`config.mk`:
```
export PLATFORM = sky130hd
export DESIGN_NAME = eeprom_byte_access_control
export DESIGN_NICKNAME = d
export VERILOG_FILES = /design/src/nv_access_pkg.sv /design/src/prog_timer.sv /design/src/stall_gen.sv /design/src/eeprom_byte_access_control.sv
export SDC_FILE = /design/constraint.sdc
export NUM_CORES = 1
export LEC_CHECK = 0
export BUFFER_PORTS_ARGS = -buffer_cell sky130_fd_sc_hd__buf_2
export CORE_MARGIN = 2
export CORE_UTILIZATION = 42
export CTS_CLUSTER_DIAMETER = 150
export DETAILED_ROUTE_END_ITERATION = 6
export PLACE_DENSITY = 0.63
export SLEW_MARGIN = 25
export SYNTH_ARGS = -nofsm -noshare
export SYNTH_HDL_FRONTEND = slang
export SYNTH_SLANG_ARGS = --single-unit
```
`constraint.sdc`:
```
create_clock -name mclk -period 2.52 [get_ports mclk]
set_input_delay 0.126 -clock mclk [delete_from_list [all_inputs] [get_ports mclk]]
set_output_delay 0.126 -clock mclk [all_outputs]
set_load 0.02 [all_outputs]
```
`src/nv_access_pkg.sv`:
```
// Constants, types and decode helpers shared by the EEPROM byte access controller.
`default_nettype none
package nv_access_pkg;

    // Register offsets in the processor I/O space.
    localparam logic [5:0] CTRL_OFFSET      = 6'h1C;
    localparam logic [5:0] DATA_OFFSET      = 6'h1D;
    localparam logic [5:0] ADDR_LOW_OFFSET  = 6'h1E;
    localparam logic [5:0] ADDR_HIGH_OFFSET = 6'h1F;

    // Bit positions inside the control register and, for ADDR_NINE_BIT, the high address register.
    localparam int READ_STROBE_BIT   = 0;
    localparam int PROG_ENABLE_BIT   = 1;
    localparam int MASTER_BIT        = 2;
    localparam int IRQ_ENABLE_BIT    = 3;
    localparam int MODE_LO_BIT       = 4;
    localparam int MODE_HI_BIT       = 5;
    localparam int ADDR_NINE_BIT     = 0;

    // Widths of the datapath.
    localparam int ADDR_W = 9;
    localparam int DATA_W = 8;
    localparam int TICK_W = 16;

    // Programming modes.
    typedef enum logic [1:0] {
        MODE_ATOMIC   = 2'b00,
        MODE_ERASE    = 2'b01,
        MODE_WRITE    = 2'b10,
        MODE_RESERVED = 2'b11
    } prog_mode_t;

    // Programming engine states.
    typedef enum logic {
        ENG_IDLE = 1'b0,
        ENG_BUSY = 1'b1
    } eng_state_t;

    // Values after reset.
    localparam prog_mode_t        MODE_RESET = MODE_ATOMIC;
    localparam logic [DATA_W-1:0] BYTE_RESET = 8'h00;

    // Programming times, counted on the calibrated oscillator.
    localparam int OSC_FREQ_KHZ   = 8000;
    localparam int ATOMIC_TIME_US = 3400;
    localparam int SPLIT_TIME_US  = 1800;
    localparam logic [TICK_W-1:0] ATOMIC_TICKS_DEF = TICK_W'(ATOMIC_TIME_US * OSC_FREQ_KHZ / 1000);
    localparam logic [TICK_W-1:0] SPLIT_TICKS_DEF  = TICK_W'(SPLIT_TIME_US * OSC_FREQ_KHZ / 1000);

    // CPU clock cycle counts.
    localparam logic [2:0] MPE_HOLD_CYCLES = 3'h4;
    localparam logic [2:0] PROG_STALL_CYCLES = 3'h2;
    localparam logic [2:0] READ_STALL_CYCLES = 3'h4;

    // True when the mode erases the cell.
    function automatic logic mode_erases(input prog_mode_t m);
        return (m == MODE_ATOMIC) || (m == MODE_ERASE);
    endfunction

    // True when the mode programs the new byte.
    function automatic logic mode_writes(input prog_mode_t m);
        return (m == MODE_ATOMIC) || (m == MODE_WRITE);
    endfunction

endpackage
`default_nettype wire

```
`src/prog_timer.sv`:
```
// Programming duration timer counting edges of the calibrated oscillator.
`timescale 1ns/10ps
`default_nettype none
module prog_timer
(
    // Clock and power-on reset.
    input  wire logic                              mclk,
    input  wire logic                              por_n,
    // Oscillator pin.
    input  wire logic                              osc_clk_in,
    // Start and length.
    input  wire logic                              start,
    input  wire logic [nv_access_pkg::TICK_W-1:0] ticks,
    // Status.
    output logic                                   running,
    output logic                                   done
);
    import nv_access_pkg::*;

    logic              osc_meta_reg;
    logic              osc_sync_reg;
    logic              osc_prev_reg;
    logic [TICK_W-1:0] count_reg;
    logic              osc_tick;

    // Two-flop synchroniser, then a third stage for rising edge detection.
    always_ff @(posedge mclk or negedge por_n)
    begin
        if (!por_n)
        begin
            osc_meta_reg <= 1'b0;
            osc_sync_reg <= 1'b0;
            osc_prev_reg <= 1'b0;
        end
        else
        begin
            osc_meta_reg <= osc_clk_in;
            osc_sync_reg <= osc_meta_reg;
            osc_prev_reg <= osc_sync_reg;
        end
    end

    assign osc_tick = osc_sync_reg && !osc_prev_reg;

    // Down counter over oscillator ticks; done is a one-cycle pulse.
    always_ff @(posedge mclk or negedge por_n)
    begin
        if (!por_n)
        begin
            count_reg <= '0;
            running   <= 1'b0;
            done      <= 1'b0;
        end
        else
        begin
            done <= 1'b0;
            if (start && !running)
            begin
                count_reg <= ticks;
                running   <= 1'b1;
            end
            else if (running && osc_tick)
            begin
                if (count_reg <= TICK_W'(1))
                begin
                    running <= 1'b0;
                    done    <= 1'b1;
                end
                else
                begin
                    count_reg <= count_reg - TICK_W'(1);
                end
            end
        end
    end
endmodule // prog_timer
`default_nettype wire

```
`src/stall_gen.sv`:
```
// CPU stall generator held for a fixed number of cycles after each access.
`timescale 1ns/10ps
`default_nettype none
module stall_gen
(
    // Clock and reset.
    input  wire logic mclk,
    input  wire logic rst_n,
    // Access starts.
    input  wire logic start_read,
    input  wire logic start_prog,
    // Stall to the CPU.
    output logic      cpu_stall
);
    import nv_access_pkg::*;

    logic [2:0] left_reg;

    // Load the stall length on a start, count down to zero.
    always_ff @(posedge mclk or negedge rst_n)
    begin
        if (!rst_n)
        begin
            left_reg  <= 3'h0;
            cpu_stall <= 1'b0;
        end
        else if (start_read)
        begin
            left_reg  <= READ_STALL_CYCLES - 3'h1;
            cpu_stall <= 1'b1;
        end
        else if (start_prog)
        begin
            left_reg  <= PROG_STALL_CYCLES - 3'h1;
            cpu_stall <= 1'b1;
        end
        else if (left_reg != 3'h0)
        begin
            left_reg <= left_reg - 3'h1;
        end
        else
        begin
            cpu_stall <= 1'b0;
        end
    end
endmodule // stall_gen
`default_nettype wire

```
`src/eeprom_byte_access_control.sv`:
```
// EEPROM byte access controller with its I/O registers and programming engine.
`timescale 1ns/10ps
`default_nettype none
module eeprom_byte_access_control
#(
    parameter logic [nv_access_pkg::TICK_W-1:0] ATOMIC_TICKS = nv_access_pkg::ATOMIC_TICKS_DEF,
    parameter logic [nv_access_pkg::TICK_W-1:0] SPLIT_TICKS  = nv_access_pkg::SPLIT_TICKS_DEF
)
(
    // Clock and resets.
    input  wire logic                              mclk,
    input  wire logic                              rst_n,
    input  wire logic                              por_n,
    // CPU status and stall.
    input  wire logic                              gie,
    output logic                                   cpu_stall,
    output logic                                   ready_irq,
    // I/O register port.
    input  wire logic [5:0]                        io_addr,
    input  wire logic                              io_we,
    input  wire logic                              io_re,
    input  wire logic [nv_access_pkg::DATA_W-1:0] io_wdata,
    output logic      [nv_access_pkg::DATA_W-1:0] io_rdata,
    // Calibrated oscillator pin.
    input  wire logic                              osc_clk_in,
    // Cell array port.
    output logic      [nv_access_pkg::ADDR_W-1:0] nv_addr,
    output logic      [nv_access_pkg::DATA_W-1:0] nv_wdata,
    output logic                                   nv_rd,
    input  wire logic [nv_access_pkg::DATA_W-1:0] nv_rdata,
    output logic                                   nv_erase,
    output logic                                   nv_write
);
    import nv_access_pkg::*;

    logic              rst_meta_reg;
    logic              rst_sync_reg;
    logic [DATA_W-1:0] addr_low_reg;
    logic              address_bit_nine;
    logic [DATA_W-1:0] nv_data_reg;
    prog_mode_t        prog_mode_field;
    logic              ready_irq_enable;
    logic              master_prog_enable;
    logic [2:0]        master_count_reg;
    eng_state_t        state_reg;
    logic              prog_enable;
    logic              ctrl_wr;
    logic              master_set;
    logic              prog_req;
    logic              read_req;
    logic              timer_running;
    logic              timer_done;
    logic [TICK_W-1:0] op_ticks;
    logic [ADDR_W-1:0] nv_address;

    // System reset seen as a level by the power-on domain.
    always_ff @(posedge mclk or negedge rst_n)
    begin
        if (!rst_n)
        begin
            rst_meta_reg <= 1'b0;
            rst_sync_reg <= 1'b0;
        end
        else
        begin
            rst_meta_reg <= 1'b1;
            rst_sync_reg <= rst_meta_reg;
        end
    end

    // Request decode from the I/O port.
    assign ctrl_wr     = io_we && (io_addr == CTRL_OFFSET);
    assign master_set  = ctrl_wr && io_wdata[MASTER_BIT];
    assign prog_enable = (state_reg == ENG_BUSY);
    assign nv_address  = {address_bit_nine, addr_low_reg};
    assign prog_req    = ctrl_wr && io_wdata[PROG_ENABLE_BIT] && master_prog_enable
                         && !prog_enable && (prog_mode_field != MODE_RESERVED)
                         && rst_sync_reg;
    assign read_req    = ctrl_wr && io_wdata[READ_STROBE_BIT] && !prog_enable;
    assign op_ticks    = (prog_mode_field == MODE_ATOMIC) ? ATOMIC_TICKS : SPLIT_TICKS;

    // Address registers, frozen while programming.
    always_ff @(posedge mclk or negedge rst_n)
    begin
        if (!rst_n)
        begin
            addr_low_reg     <= BYTE_RESET;
            address_bit_nine <= 1'b0;
        end
        else if (io_we && !prog_enable)
        begin
            if (io_addr == ADDR_LOW_OFFSET)
            begin
                addr_low_reg <= io_wdata;
            end
            if (io_addr == ADDR_HIGH_OFFSET)
            begin
                address_bit_nine <= io_wdata[ADDR_NINE_BIT];
            end
        end
    end

    // Data register: read result wins over a software write.
    always_ff @(posedge mclk or negedge rst_n)
    begin
        if (!rst_n)
        begin
            nv_data_reg <= BYTE_RESET;
        end
        else if (nv_rd)
        begin
            nv_data_reg <= nv_rdata;
        end
        else if (io_we && (io_addr == DATA_OFFSET))
        begin
            nv_data_reg <= io_wdata;
        end
    end

    // Master enable with its four-cycle self-clear.
    always_ff @(posedge mclk or negedge rst_n)
    begin
        if (!rst_n)
        begin
            master_prog_enable <= 1'b0;
            master_count_reg   <= 3'h0;
        end
        else if (master_set)
        begin
            master_prog_enable <= 1'b1;
            master_count_reg   <= 3'h0;
        end
        else if (master_prog_enable)
        begin
            master_count_reg <= master_count_reg + 3'h1;
            if (master_count_reg == MPE_HOLD_CYCLES - 3'h1)
            begin
                master_prog_enable <= 1'b0;
            end
        end
    end

    // Ready interrupt enable and the level interrupt.
    always_ff @(posedge mclk or negedge rst_n)
    begin
        if (!rst_n)
        begin
            ready_irq_enable <= 1'b0;
            ready_irq        <= 1'b0;
        end
        else
        begin
            if (ctrl_wr)
            begin
                ready_irq_enable <= io_wdata[IRQ_ENABLE_BIT];
            end
            ready_irq <= ready_irq_enable && gie && !prog_enable;
        end
    end

    // Mode field survives a system reset while programming runs.
    always_ff @(posedge mclk or negedge por_n)
    begin
        if (!por_n)
        begin
            prog_mode_field <= MODE_RESET;
        end
        else if (!rst_sync_reg)
        begin
            if (!prog_enable)
            begin
                prog_mode_field <= MODE_RESET;
            end
        end
        else if (ctrl_wr && !prog_enable)
        begin
            prog_mode_field <= prog_mode_t'(io_wdata[MODE_HI_BIT:MODE_LO_BIT]);
        end
    end

    // Programming engine, reset only at power-on so a system reset does not abort it.
    always_ff @(posedge mclk or negedge por_n)
    begin
        if (!por_n)
        begin
            state_reg <= ENG_IDLE;
            nv_erase  <= 1'b0;
            nv_write  <= 1'b0;
            nv_wdata  <= BYTE_RESET;
        end
        else
        begin
            unique case (state_reg)
                ENG_IDLE:
                begin
                    if (prog_req)
                    begin
                        state_reg <= ENG_BUSY;
                        nv_erase  <= mode_erases(prog_mode_field);
                        nv_write  <= mode_writes(prog_mode_field);
                        nv_wdata  <= nv_data_reg;
                    end
                end
                ENG_BUSY:
                begin
                    if (timer_done)
                    begin
                        state_reg <= ENG_IDLE;
                        nv_erase  <= 1'b0;
                        nv_write  <= 1'b0;
                    end
                end
            endcase
        end
    end

    // Array address latched at each start; read strobe is one cycle.
    always_ff @(posedge mclk or negedge por_n)
    begin
        if (!por_n)
        begin
            nv_addr <= '0;
            nv_rd   <= 1'b0;
        end
        else
        begin
            nv_rd <= read_req;
            if (prog_req || read_req)
            begin
                nv_addr <= nv_address;
            end
        end
    end

    // Register read port; unmapped offsets return zero.
    always_ff @(posedge mclk or negedge rst_n)
    begin
        if (!rst_n)
        begin
            io_rdata <= BYTE_RESET;
        end
        else if (io_re)
        begin
            unique case (io_addr)
                CTRL_OFFSET:      io_rdata <= {2'b00, prog_mode_field, ready_irq_enable,
                                               master_prog_enable, prog_enable, 1'b0};
                DATA_OFFSET:      io_rdata <= nv_data_reg;
                ADDR_LOW_OFFSET:  io_rdata <= addr_low_reg;
                ADDR_HIGH_OFFSET: io_rdata <= {7'h00, address_bit_nine};
                default:          io_rdata <= BYTE_RESET;
            endcase
        end
    end

    // Oscillator-timed programming duration.
    prog_timer u_prog_timer
    (
        .mclk       (mclk),
        .por_n      (por_n),
        .osc_clk_in (osc_clk_in),
        .start      (prog_req),
        .ticks      (op_ticks),
        .running    (timer_running),
        .done       (timer_done)
    );

    // CPU stall after reads and programming starts.
    stall_gen u_stall_gen
    (
        .mclk       (mclk),
        .rst_n      (rst_n),
        .start_read (read_req),
        .start_prog (prog_req),
        .cpu_stall  (cpu_stall)
    );
endmodule // eeprom_byte_access_control
`default_nettype wire

```
==> run summary, run 1 <==
dominant cell type by area after synthesis: dfrtp_1
Max IR drop VDD: 370.2 uV
DIE AREA: 9551 sq um
initial antenna violation count: 0
Setup-failing EPs final: 0
Yosys top cell area share: 0.5493
vias: 2746
layout cells sized above 1: 0.2512
Core Region: 8636 sq um
slew margin rel.: 0.4550
first-pass GRT wire length: 13.97 mm
outcome: finished, final reports clean
fin crit share: 0.8518
Crit path arrival time: 2.38 ns
I/O pin count: 59
synthesized cell area: 3690 sq um
Detailed Place HPWL: 5.898 mm
ANT cells: 0
Setup CP Type: flip-flop to flip-flop
total negative slack: 0 ns
root buffer cell: clkbuf_8
register area share after synthesis: 0.5493
worst path cell trace: or3_4, or4_1, nor4_1, xnor2_1, nand2_1
Clk pin slew, worst setup/hold paths: 0.08 ns
CP max FO: 7
TritonCTS buffer count: 9
final hold viol count: 0
Synthesized Nets: 378
Final min period: 2.147 ns
number of vias per cell: 5.221
clk_skew: 0.008562 ns
startpoint types: flip-flop
Reg2Reg Launch Point: u_prog_timer.count_reg[6]
GRT Total Usage: 0.1820
maximum buffer depth of the clock tree: 2
ys async rst share: 1.000
EDFF count, synth: 0
Die Span X: 97.73 um
Die Y-Extent: 97.73 um
FF-to-FF path depth: 5
worst min path class: input pin to flip-flop
CTS tree: built
CP max stage delay: 0.59 ns
Power Density: 656.0 nW/um^2
largest net degree at the start of global routing: 45
RSZ-0062 raised after global routing: no
final slew viol count: 0
Gates resized, CTS repair: 0
post-DR wirelength/cell: 15.42 um
reg-to-reg endpoint: u_prog_timer.count_reg[13]
ANT nets after route: 0
Skew-Pair Late Insertion Delay: 0.35 ns
DRT iter0 DRCs: 141
utilization after layout: 0.5080
crit path from: u_prog_timer.count_reg[6]
vias in the first global route: 2831
Worst path slowest cell: or4_1
Netlist cell types: 50
routability cong.: 0.8329
leakage: 2.080 nW
I/O Buffers: 58
Pre-Repair DR Iteration Count: 4
nets@finish: 448
reg-to-reg setup timing slack: 0.37 ns
Rows: 34
FMAX: 0.4659 GHz
H-tree Lvls: 3
Ys Warns: 0
worst-margin pin slew: 0.8175 ns
DRC: 0
Largest register FFs: 16
largest cells by area after synthesis: dfrtp_1, mux2_2, nand2_1, mux2i_1, xnor2_1
nature of the critical path endpoint: flip-flop
Seq cells post-synth: 81
worst setup path endpoint: u_prog_timer.count_reg[13]
worst endpoint required time: 2.75 ns
Post-Synthesis Cells: 343
Starting Density: 0.4273
DRT Wirelength: 8.112 mm
clock sinks: 81
Max Cap Viol: 0
syn_area_per_cell: 10.76 sq um
Layout area overhead: 18.89%
ys flop type: dfrtp_1
grt ovf: 0
## critical path, delay by kind of cell, from the launching register on
family,cells,cell delay [ns]
DFF,1,0.41
and+or+nand+nor,4,1.46
xor gates and xnor gates,1,0.16
## layout make-up
cell class / count / area (sq um)
clock buffer: 11 / 131.4
clock inverter: 5 / 56.30
fill: 814 / 4249
inverter: 18 / 67.56
multi-input combinational: 228 / 1521
sequential: 81 / 2027
tap: 108 / 135.1
timing repair buffer: 75 / 447.9
## routing by layer
metal	vias to the layer above	wire length (um)	global-route usage
met4	0	113	0.05128
li1	1337	-	-
met5	-	0	0
met1	1350	3659	0.2334
met3	9	286	0.04724
met2	50	4052	0.3072
## worst min path at each step
stage / start / end / slack [ns] / cells past startpoint
2_1_floorplan: rst_n / addr_low_reg[0] / -0.17 / 0
3_3_place_gp: osc_clk_in / u_prog_timer.osc_meta_reg / 0.24 / 1
3_5_place_dp: osc_clk_in / u_prog_timer.osc_meta_reg / 0.24 / 1
4_1_cts: io_wdata[6] / addr_low_reg[6] / 0.008 / 2
5_1_grt: gie / ready_irq / 0.02 / 2
6_report: io_wdata[7] / addr_low_reg[7] / 0.02 / 2
## metrics by stage
| stage | setup WS (ns) | cell area [sq um] | power (mW) | instances | hold slack (ns) |
|---|---|---|---|---|---|
| floorplan | 0.5435 | 3690 | 1.847 | 343 | -0.1696 |
| global placement | 0.4243 | 4086 | 1.963 | 499 | 0.2374 |
| detailed placement | 0.3776 | 4086 | 1.984 | 499 | 0.2434 |
| CTS | 0.3623 | 4384 | 2.914 | 526 | 0.008055 |
| global route | 0.2810 | 4387 | 3.055 | 526 | 0.01678 |
| finish | 0.3734 | 4387 | 2.878 | 526 | 0.02304 |
## logic make-up (layout without fill, tap and decap cells)
| kind of cell | Yosys count | count (layout) | synth area share |
|---|---|---|---|
| AND/OR/NAND/NOR | 116 | 116 | 0.1621 |
| flip-flops | 81 | 81 | 0.5493 |
| AO/OA/AOI/OAI | 58 | 58 | 0.1004 |
| buffers and inverters | 34 | 109 | 0.03832 |
| multiplexers | 32 | 32 | 0.09291 |
| XOR/XNOR | 15 | 15 | 0.03561 |
| adder cells (fa/ha/maj) | 6 | 6 | 0.02035 |
| other | 1 | 1 | 0.001016 |
## cell usage after synthesis (all sizes together) (2+ instances only)
master and instances:
buf 6, or3 5, a22oi 3, o22ai 8
nand4 2, a211oi 5, or2 2, mux2i 14
o31a 2, nor3 6, a32o 2, o21ai 15
or4 3, a21oi 12, dfrtp 81, o31ai 2
nor2 29, a2111oi 3, inv 18, mux2 18
clkbuf 10, ha 6, nor2b 3, nor4 7
xnor2 15, nand3 2, o211ai 2, nand2 48
## where the power goes
part	total, mW	leakage (nW)	switching, mW	internal (mW)
logic	0.436	0.965	0.233	0.202
registers	1.53	1.02	0.108	1.42
clock network	0.914	0.0933	0.457	0.457
total	2.88	2.08	0.798	2.08
## what timing repair did
item | in CTS | in global routing
hold endpoints to repair | 90 | 0
hold buffers | 11 | 0
buffers inserted | 0 | 0
## layout by cell type, fill, tap and decap left out, types with 2 or more instances in the layout
cell type	count
o31a_1	2
nand2_1	48
nand4_1	2
o21ai_0	14
o211ai_1	2
a22oi_1	3
buf_2	57
a2111oi_0	3
dlygate4sd3_1	11
nor2_1	29
nand3_1	2
or4_1	2
ha_1	6
inv_1	18
nor2b_1	3
mux2_2	18
clkbuf_1	2
dfrtp_1	81
o31ai_1	2
a211oi_1	5
clkbuf_8	9
nor3_1	6
buf_4	7
clkinv_2	2
o22ai_1	8
nor4_4	2
mux2i_1	14
or3_1	4
xnor2_1	15
nor4_1	4
or2_2	2
a21oi_1	12
a32o_1	2
Note: power is estimated with default switching activity, not from simulation.
==> inputs of run 2 (changes only) <==
- ABC_AREA: not set -> 1
==> run 2 against run 1 <==
  * Routed wire length rose by 6.7%
  * Combinational power up 52%
  * Largest cell class unchanged
  * Largest power group unchanged
  * Sequential share of layout area decreased by 0.82 points
  * Critical path depth increased by 3
  * Critical endpoint is now u_prog_timer.count_reg[12]
  * Via count is 14% higher
==> run summary, run 2 <==
Starting Density: 0.4355 (was 0.4273)
first-pass GRT wire length: 14.59 mm (was 13.97 mm)
fin crit share: 0.7227 (was 0.8518)
ANT nets after route: 0 (unchanged)
hold path endpoint: nv_data_reg[6] (was addr_low_reg[7])
Int Pwr: 2.211 mW (was 2.079 mW)
Skew-Pair Late Insertion Delay: 0.34 ns (was 0.35 ns)
vias in the first global route: 2999 (was 2831)
combinational fraction of design power: 0.207 (was 0.151)
clk_skew: 0.008876 ns (was 0.008562 ns)
HP Start: nv_rdata[6] (was io_wdata[7])
Max IR drop VDD: 377.0 uV (was 370.2 uV)
FMAX: 0.5491 GHz (was 0.4659 GHz)
Synthesized Nets: 477 (was 378)
leakage: 2.399 nW (was 2.080 nW)
DRT iter0 DRCs: 173 (was 141)
routability cong.: 0.8358 (was 0.8329)
Ys Warns: 0 (unchanged)
CP max FO: 20 (was 7)
Setup CP Type: flip-flop to flip-flop (unchanged)
Rows: 34 (unchanged)
Seq cells post-synth: 81 (unchanged)
largest cells by area after synthesis: dfrtp_1, nand2_1, inv_1, o21ai_0, nor2_1 (was dfrtp_1, mux2_2, nand2_1, mux2i_1, xnor2_1)
synthesized cell area: 3816 sq um (was 3690 sq um)
final hold slack: 0.03325 ns (was 0.02304 ns)
worst-margin pin slew: 0.8205 ns (was 0.8175 ns)
Setup Fix Bufs, Post-CTS: 0 (unchanged)
Crit path arrival time: 2.06 ns (was 2.38 ns)
Post-Synthesis Cells: 442 (was 343)
I/O Buffers: 58 (unchanged)
post-DR wirelength/cell: 13.83 um (was 15.42 um)
slew margin rel.: 0.4530 (was 0.4550)
Final min period: 1.821 ns (was 2.147 ns)
final slew viol count: 0 (unchanged)
outcome: finished, final reports clean (unchanged)
nets@finish: 548 (was 448)
Core Region: 8763 sq um (was 8636 sq um)
Finished Cell Area: 4466 sq um (was 4387 sq um)
EDFF count, synth: 0 (unchanged)
Die Span X: 99.32 um (was 97.73 um)
DRC: 0 (unchanged)
largest net degree at the start of global routing: 45 (unchanged)
I/O pin count: 59 (unchanged)
Net Sw Power: 999.4 uW (was 798.3 uW)
FF-to-FF path depth: 8 (was 5)
commonest non-fill, non-tap cell in the layout: nand2_1 (was dfrtp_1)
DIE AREA: 9864 sq um (was 9551 sq um)
dpl cell area: 4185 sq um (was 4086 sq um)
layout cells sized above 1: 0.1757 (was 0.2512)
Setup-failing EPs final: 0 (unchanged)
Power Density: 718.8 nW/um^2 (was 656.0 nW/um^2)
worst endpoint required time: 2.76 ns (was 2.75 ns)
register area share after synthesis: 0.5311 (was 0.5493)
switching share of power: 0.3113 (was 0.2774)
Clk pin slew, worst setup/hold paths: 0.08 ns (about the same)
GRT Total Usage: 0.1879 (was 0.1820)
register area: 2027 sq um (unchanged)
Largest register FFs: 16 (unchanged)
Die Y-Extent: 99.32 um (was 97.73 um)
dominant cell type by area after synthesis: dfrtp_1 (unchanged)
nature of the critical path endpoint: flip-flop (unchanged)
Layout area overhead: 17.02% (was 18.89%)
clock sinks: 81 (unchanged)
Netlist cell types: 38 (was 50)
reg-to-reg endpoint: u_prog_timer.count_reg[12] (was u_prog_timer.count_reg[13])
worst min path class: input pin to flip-flop (unchanged)
Reg2Reg Launch Point: prog_enable (was u_prog_timer.count_reg[6])
TritonCTS buffer count: 9 (unchanged)
count leader, synth: nand2_1 (was dfrtp_1)
grt ovf: 0 (unchanged)
Pre-Repair DR Iteration Count: 4 (unchanged)
vias: 3137 (was 2746)
total negative slack: 0 ns (unchanged)
reg-to-reg setup timing slack: 0.70 ns (was 0.37 ns)
maximum buffer depth of the clock tree: 2 (unchanged)
initial antenna violation count: 0 (unchanged)
clock share of power: 0.294 (was 0.318)
H-tree Lvls: 3 (unchanged)
number of vias per cell: 5.011 (was 5.221)
syn_area_per_cell: 8.634 sq um (was 10.76 sq um)
CTS tree: built (unchanged)
Yosys top cell area share: 0.5311 (was 0.5493)
Flop pwr share: 0.500 (was 0.531)
DRT Wirelength: 8.657 mm (was 8.112 mm)
most frequent cells in the layout: nand2_1, dfrtp_1, buf_2, inv_1, o21ai_0 (was dfrtp_1, buf_2, nand2_1, nor2_1)
ys flop type: dfrtp_1 (unchanged)
ANT cells: 0 (unchanged)
ys async rst share: 1.000 (unchanged)
Max Cap Viol: 0 (unchanged)
final hold viol count: 0 (unchanged)
RSZ-0062 raised after global routing: no (unchanged)
Detailed Place HPWL: 6.457 mm (was 5.898 mm)
filler cell count: 858 (was 814)
Hold Path Depth: 3 (was 2)
Post-synth top cells: nand2_1, dfrtp_1, inv_1 (was dfrtp_1, nand2_1, nor2_1)
area occupied by multi-input gates: 1508 sq um (was 1521 sq um)
startpoint types: flip-flop (unchanged)
root buffer cell: clkbuf_8 (unchanged)
run 2: cell count changes in the layout (fill, tap and decap cells not counted), moves of 5 or more:
cell      before  now
buf_4          7    1
inv_1         18   56
mux2_2        18    0
mux2i_1       14    0
nand2_1       48  140
nand3_1        2   18
nor3_1         6    1
o21ai_0       14   35
o221ai_1       0    7
xnor2_1       15    2
run 2: cells by family (layout without fill, tap and decap cells):
group,Yosys count,in the layout,share of synthesized area
DFF,81,81,0.5311
and+or+nand+nor,215,215,0.2590
adders and majority gates,6,6,0.01967
xor gates and xnor gates,6,6,0.01377
buffers and inverters,66,142,0.07377
AOI/OAI and AO/OA,67,67,0.1016
other,1,1,0.0009827
run 2: cell type report:
type / instances / share of cell area
Multi-Input combinational cell: 295 / 0.3376
Inverter: 60 / 0.05043
Clock buffer: 12 / 0.03250
Tap cell: 108 / 0.03026
Clock inverter: 4 / 0.01177
Sequential cell: 81 / 0.4539
Timing Repair Buffer: 66 / 0.08350
run 2: how the worst max path moves through the flow:
stage | from | endpoint | slack, ns | depth (start not counted)
floorplan | u_prog_timer.count_reg[0] | u_prog_timer.count_reg[13] | 0.98 | 10
global placement | prog_enable | u_prog_timer.count_reg[12] | 0.80 | 8
detailed placement | prog_enable | u_prog_timer.count_reg[12] | 0.71 | 8
CTS | prog_enable | u_prog_timer.count_reg[12] | 0.71 | 8
global route | prog_enable | u_prog_timer.count_reg[12] | 0.50 | 8
finish | prog_enable | u_prog_timer.count_reg[12] | 0.70 | 8
run 2: routing by layer:
layer  vias to the layer above  track usage  share of wire
met5                         -            0              0
met2                        75       0.2791           0.44
met3                        11      0.03092          0.052
met1                      1487       0.2730           0.49
li1                       1564            -              -
met4                         0      0.08219          0.018
run 2: critical path: stages, from the launching register on:
cell	delay, ns
dfrtp_1	0.44
inv_2	0.14
nand2_4	0.09
nor2_8	0.14
nand3_2	0.37
inv_2	0.22
nand4_1	0.16
nand3_1	0.10
nand2_1	0.06
run 2: timing repair:
| item | CTS | global route |
|---|---|---|
| hold buffers | 8 | 0 |
| endpoints found under the hold margin | 87 | 0 |
| gates resized for setup | 0 | 0 |
run 2: per-stage QoR:
stage / setup WS [ns] / power (mW) / util / instances
final: 0.6988 / 3.210 / 0.5096 / 626
after global routing: 0.5036 / 3.433 / 0.5096 / 626
after CTS: 0.7060 / 3.238 / 0.5093 / 626
after detailed placement: 0.7147 / 2.284 / 0.4776 / 602
after global placement: 0.7981 / 2.252 / 0.4776 / 602
after floorplan: 0.9829 / 2.082 / - / 442
run 2: power groups by stage:
| stage | Combinational, mW | Clock [mW] | Sequential [mW] |
|---|---|---|---|
| 3_3_place_gp | 0.629 | 0 | 1.62 |
| 5_1_grt | 0.776 | 1.03 | 1.63 |
| 6_report | 0.663 | 0.943 | 1.60 |
| 2_1_floorplan | 0.492 | 0 | 1.59 |
| 3_5_place_dp | 0.657 | 0 | 1.63 |
| 4_1_cts | 0.669 | 0.967 | 1.60 |
==> inputs of run 3 (changes only) <==
- PLACE_DENSITY: 0.63 -> 0.65
- clock period: 2.52 -> 1.6 ns (I/O delays scaled with it)
==> run 3 against run 2 <==
  * Design area is 6.4% higher
  * Sequential power is 59% higher
  * Critical path depth is 2 higher
  * First-iteration DRC count is 25% higher
  * Highest routed layer unchanged
==> run summary, run 3 (synthesis gave the netlist of run 2 again) <==
outcome: finished, final reports clean (unchanged)
leakage: 2.518 nW (was 2.399 nW)
routability cong.: 0.8470 (was 0.8358)
Pre-Repair DR Iteration Count: 4 (unchanged)
pre-CTS WS: -0.08636 ns (was 0.7147 ns)
Tot Pwr: 5.361 mW (was 3.210 mW)
CP max FO: 8 (was 20)
dpl cell area: 4298 sq um (was 4185 sq um)
DIE AREA: 9864 sq um (unchanged)
layout cells sized above 1: 0.2407 (was 0.1757)
vias: 3279 (was 3137)
Int Pwr: 3.616 mW (was 2.211 mW)
vias in the first global route: 3272 (was 2999)
ANT cells: 0 (unchanged)
Detailed Place HPWL: 6.698 mm (was 6.457 mm)
DRT Wirelength: 9.335 mm (was 8.657 mm)
first-pass GRT wire length: 15.69 mm (was 14.59 mm)
worst-margin pin slew: 0.5903 ns (was 0.8205 ns)
final slew viol count: 0 (unchanged)
final hold viol count: 0 (unchanged)
Core Region: 8763 sq um (unchanged)
number of vias per cell: 5.060 (was 5.011)
Starting Density: 0.4355 (unchanged)
I/O pin count: 59 (unchanged)
clk_skew: 0.01188 ns (was 0.008876 ns)
clock share of power: 0.273 (was 0.294)
most frequent cells in the layout: nand2_1, dfrtp_1, buf_2, inv_1, o21ai_0 (unchanged)
Flop pwr share: 0.475 (was 0.500)
DRT iter0 DRCs: 217 (was 173)
RSZ-0062 raised after global routing: yes (was no)
CTS tree: built (unchanged)
slew margin rel.: 0.6064 (was 0.4530)
nature of the critical path endpoint: flip-flop (unchanged)
Max Cap Viol: 0 (unchanged)
Largest register FFs: 16 (unchanged)
Clk pin slew, worst setup/hold paths: 0.08 ns (about the same)
largest net degree at the start of global routing: 45 (unchanged)
Rows: 34 (unchanged)
root buffer cell: clkbuf_8 (unchanged)
reg-to-reg setup timing slack: 0.05 ns (was 0.70 ns)
Power Density: 1128 nW/um^2 (was 718.8 nW/um^2)
Crit path arrival time: 1.84 ns (was 2.06 ns)
post-DR wirelength/cell: 14.41 um (was 13.83 um)
grt ovf: 0 (unchanged)
worst endpoint required time: 1.88 ns (was 2.76 ns)
commonest non-fill, non-tap cell in the layout: nand2_1 (unchanged)
Layout area overhead: 24.56% (was 17.02%)
Die Span X: 99.32 um (unchanged)
Setup CP Type: flip-flop to flip-flop (unchanged)
combinational fraction of design power: 0.252 (was 0.207)
Die Y-Extent: 99.32 um (unchanged)
Net Sw Power: 1.745 mW (was 999.4 uW)
clock sinks: 81 (unchanged)
H-tree Lvls: 3 (unchanged)
switching share of power: 0.3255 (was 0.3113)
Max IR drop VDD: 526.6 uV (was 377.0 uV)
Final min period: 1.555 ns (was 1.821 ns)
initial antenna violation count: 0 (unchanged)
Inst Count DP: 617 (was 602)
worst min path class: input pin to flip-flop (unchanged)
Finished Layout Cells: 648 (was 626)
maximum buffer depth of the clock tree: 2 (unchanged)
Skew-Pair Late Insertion Delay: 0.35 ns (was 0.34 ns)
minimum setup slack in the final design: 0.04515 ns (was 0.6988 ns)
I/O Buffers: 58 (unchanged)
ANT nets after route: 0 (unchanged)
DRC: 0 (unchanged)
Finished Cell Area: 4753 sq um (was 4466 sq um)
nets@finish: 572 (was 548)
startpoint types: flip-flop (unchanged)
TritonCTS buffer count: 9 (unchanged)
fin crit share: 0.9718 (was 0.7227)
FMAX: 0.6431 GHz (was 0.5491 GHz)
GRT Total Usage: 0.1997 (was 0.1879)
Setup-failing EPs final: 0 (unchanged)
## run 3: layout make-up
type                    instances  area [sq um]
flip-flops and latches         81          2027
multi-input cells             296          1627
well taps                     108         135.1
repair buffers                 89         553.0
clock buffers                  11         141.4
inverters                      60         227.7
clock inverters                 3         42.54
fillers                       805          4010
## run 3: metal layers
metal,track usage,vias up,share of wire
li1,-,1605,-
met1,0.2864,1552,0.46
met2,0.3035,108,0.45
met3,0.04779,14,0.073
met4,0.05901,0,0.013
met5,0,-,0
## run 3: path summary, 6_finish.rpt
kind / cells after the start / endpoint / startpoint
min reg2reg: 0 / u_prog_timer.osc_sync_reg / u_prog_timer.osc_meta_reg
max reg2reg: 10 / u_prog_timer.count_reg[8] / u_prog_timer.count_reg[1]
min: 3 / addr_low_reg[3] / io_wdata[3]
max: 10 / u_prog_timer.count_reg[8] / u_prog_timer.count_reg[1]
max in group asynchronous: 3 / prog_mode_field[0] / por_n
min in group asynchronous: 3 / io_rdata[2] / rst_n
## run 3: what timing repair did
action,CTS,global route
gates resized for setup,6,25
setup buffers,0,4
pin swaps,0,5
endpoints found under the hold margin,90,1
setup endpoints to repair,13,21
hold buffers,11,1
gates cloned,0,1
## run 3: critical path, stage by stage (launching register included)
cell	delay, ns
dfrtp_1	0.38
inv_2	0.11
ha_4	0.17
nand2_4	0.08
a21oi_4	0.16
nand2_2	0.09
nand2_4	0.15
nand2_8	0.09
nand2_1	0.07
nand2_1	0.05
a21oi_1	0.13
## run 3: per-stage QoR
| step | hold slack, ns | utilization | setup TNS (ns) |
|---|---|---|---|
| CTS | 0.0007755 | 0.5258 | -0.05002 |
| finish | 0.01048 | 0.5424 | 0 |
| detailed placement | 0.1606 | 0.4904 | -0.7157 |
| global placement | 0.1535 | 0.4904 | 0 |
| floorplan | -0.2156 | - | 0 |
| global route | 0.02623 | 0.5424 | -0.03870 |
## run 3: power groups by stage
stage | clock network (mW) | logic, mW | registers (mW)
after floorplan | 0 | 0.775 | 2.50
after global placement | 0 | 1.09 | 2.53
after detailed placement | 0 | 1.14 | 2.54
after CTS | 1.49 | 1.17 | 2.51
after global routing | 1.58 | 1.53 | 2.57
final | 1.46 | 1.35 | 2.54
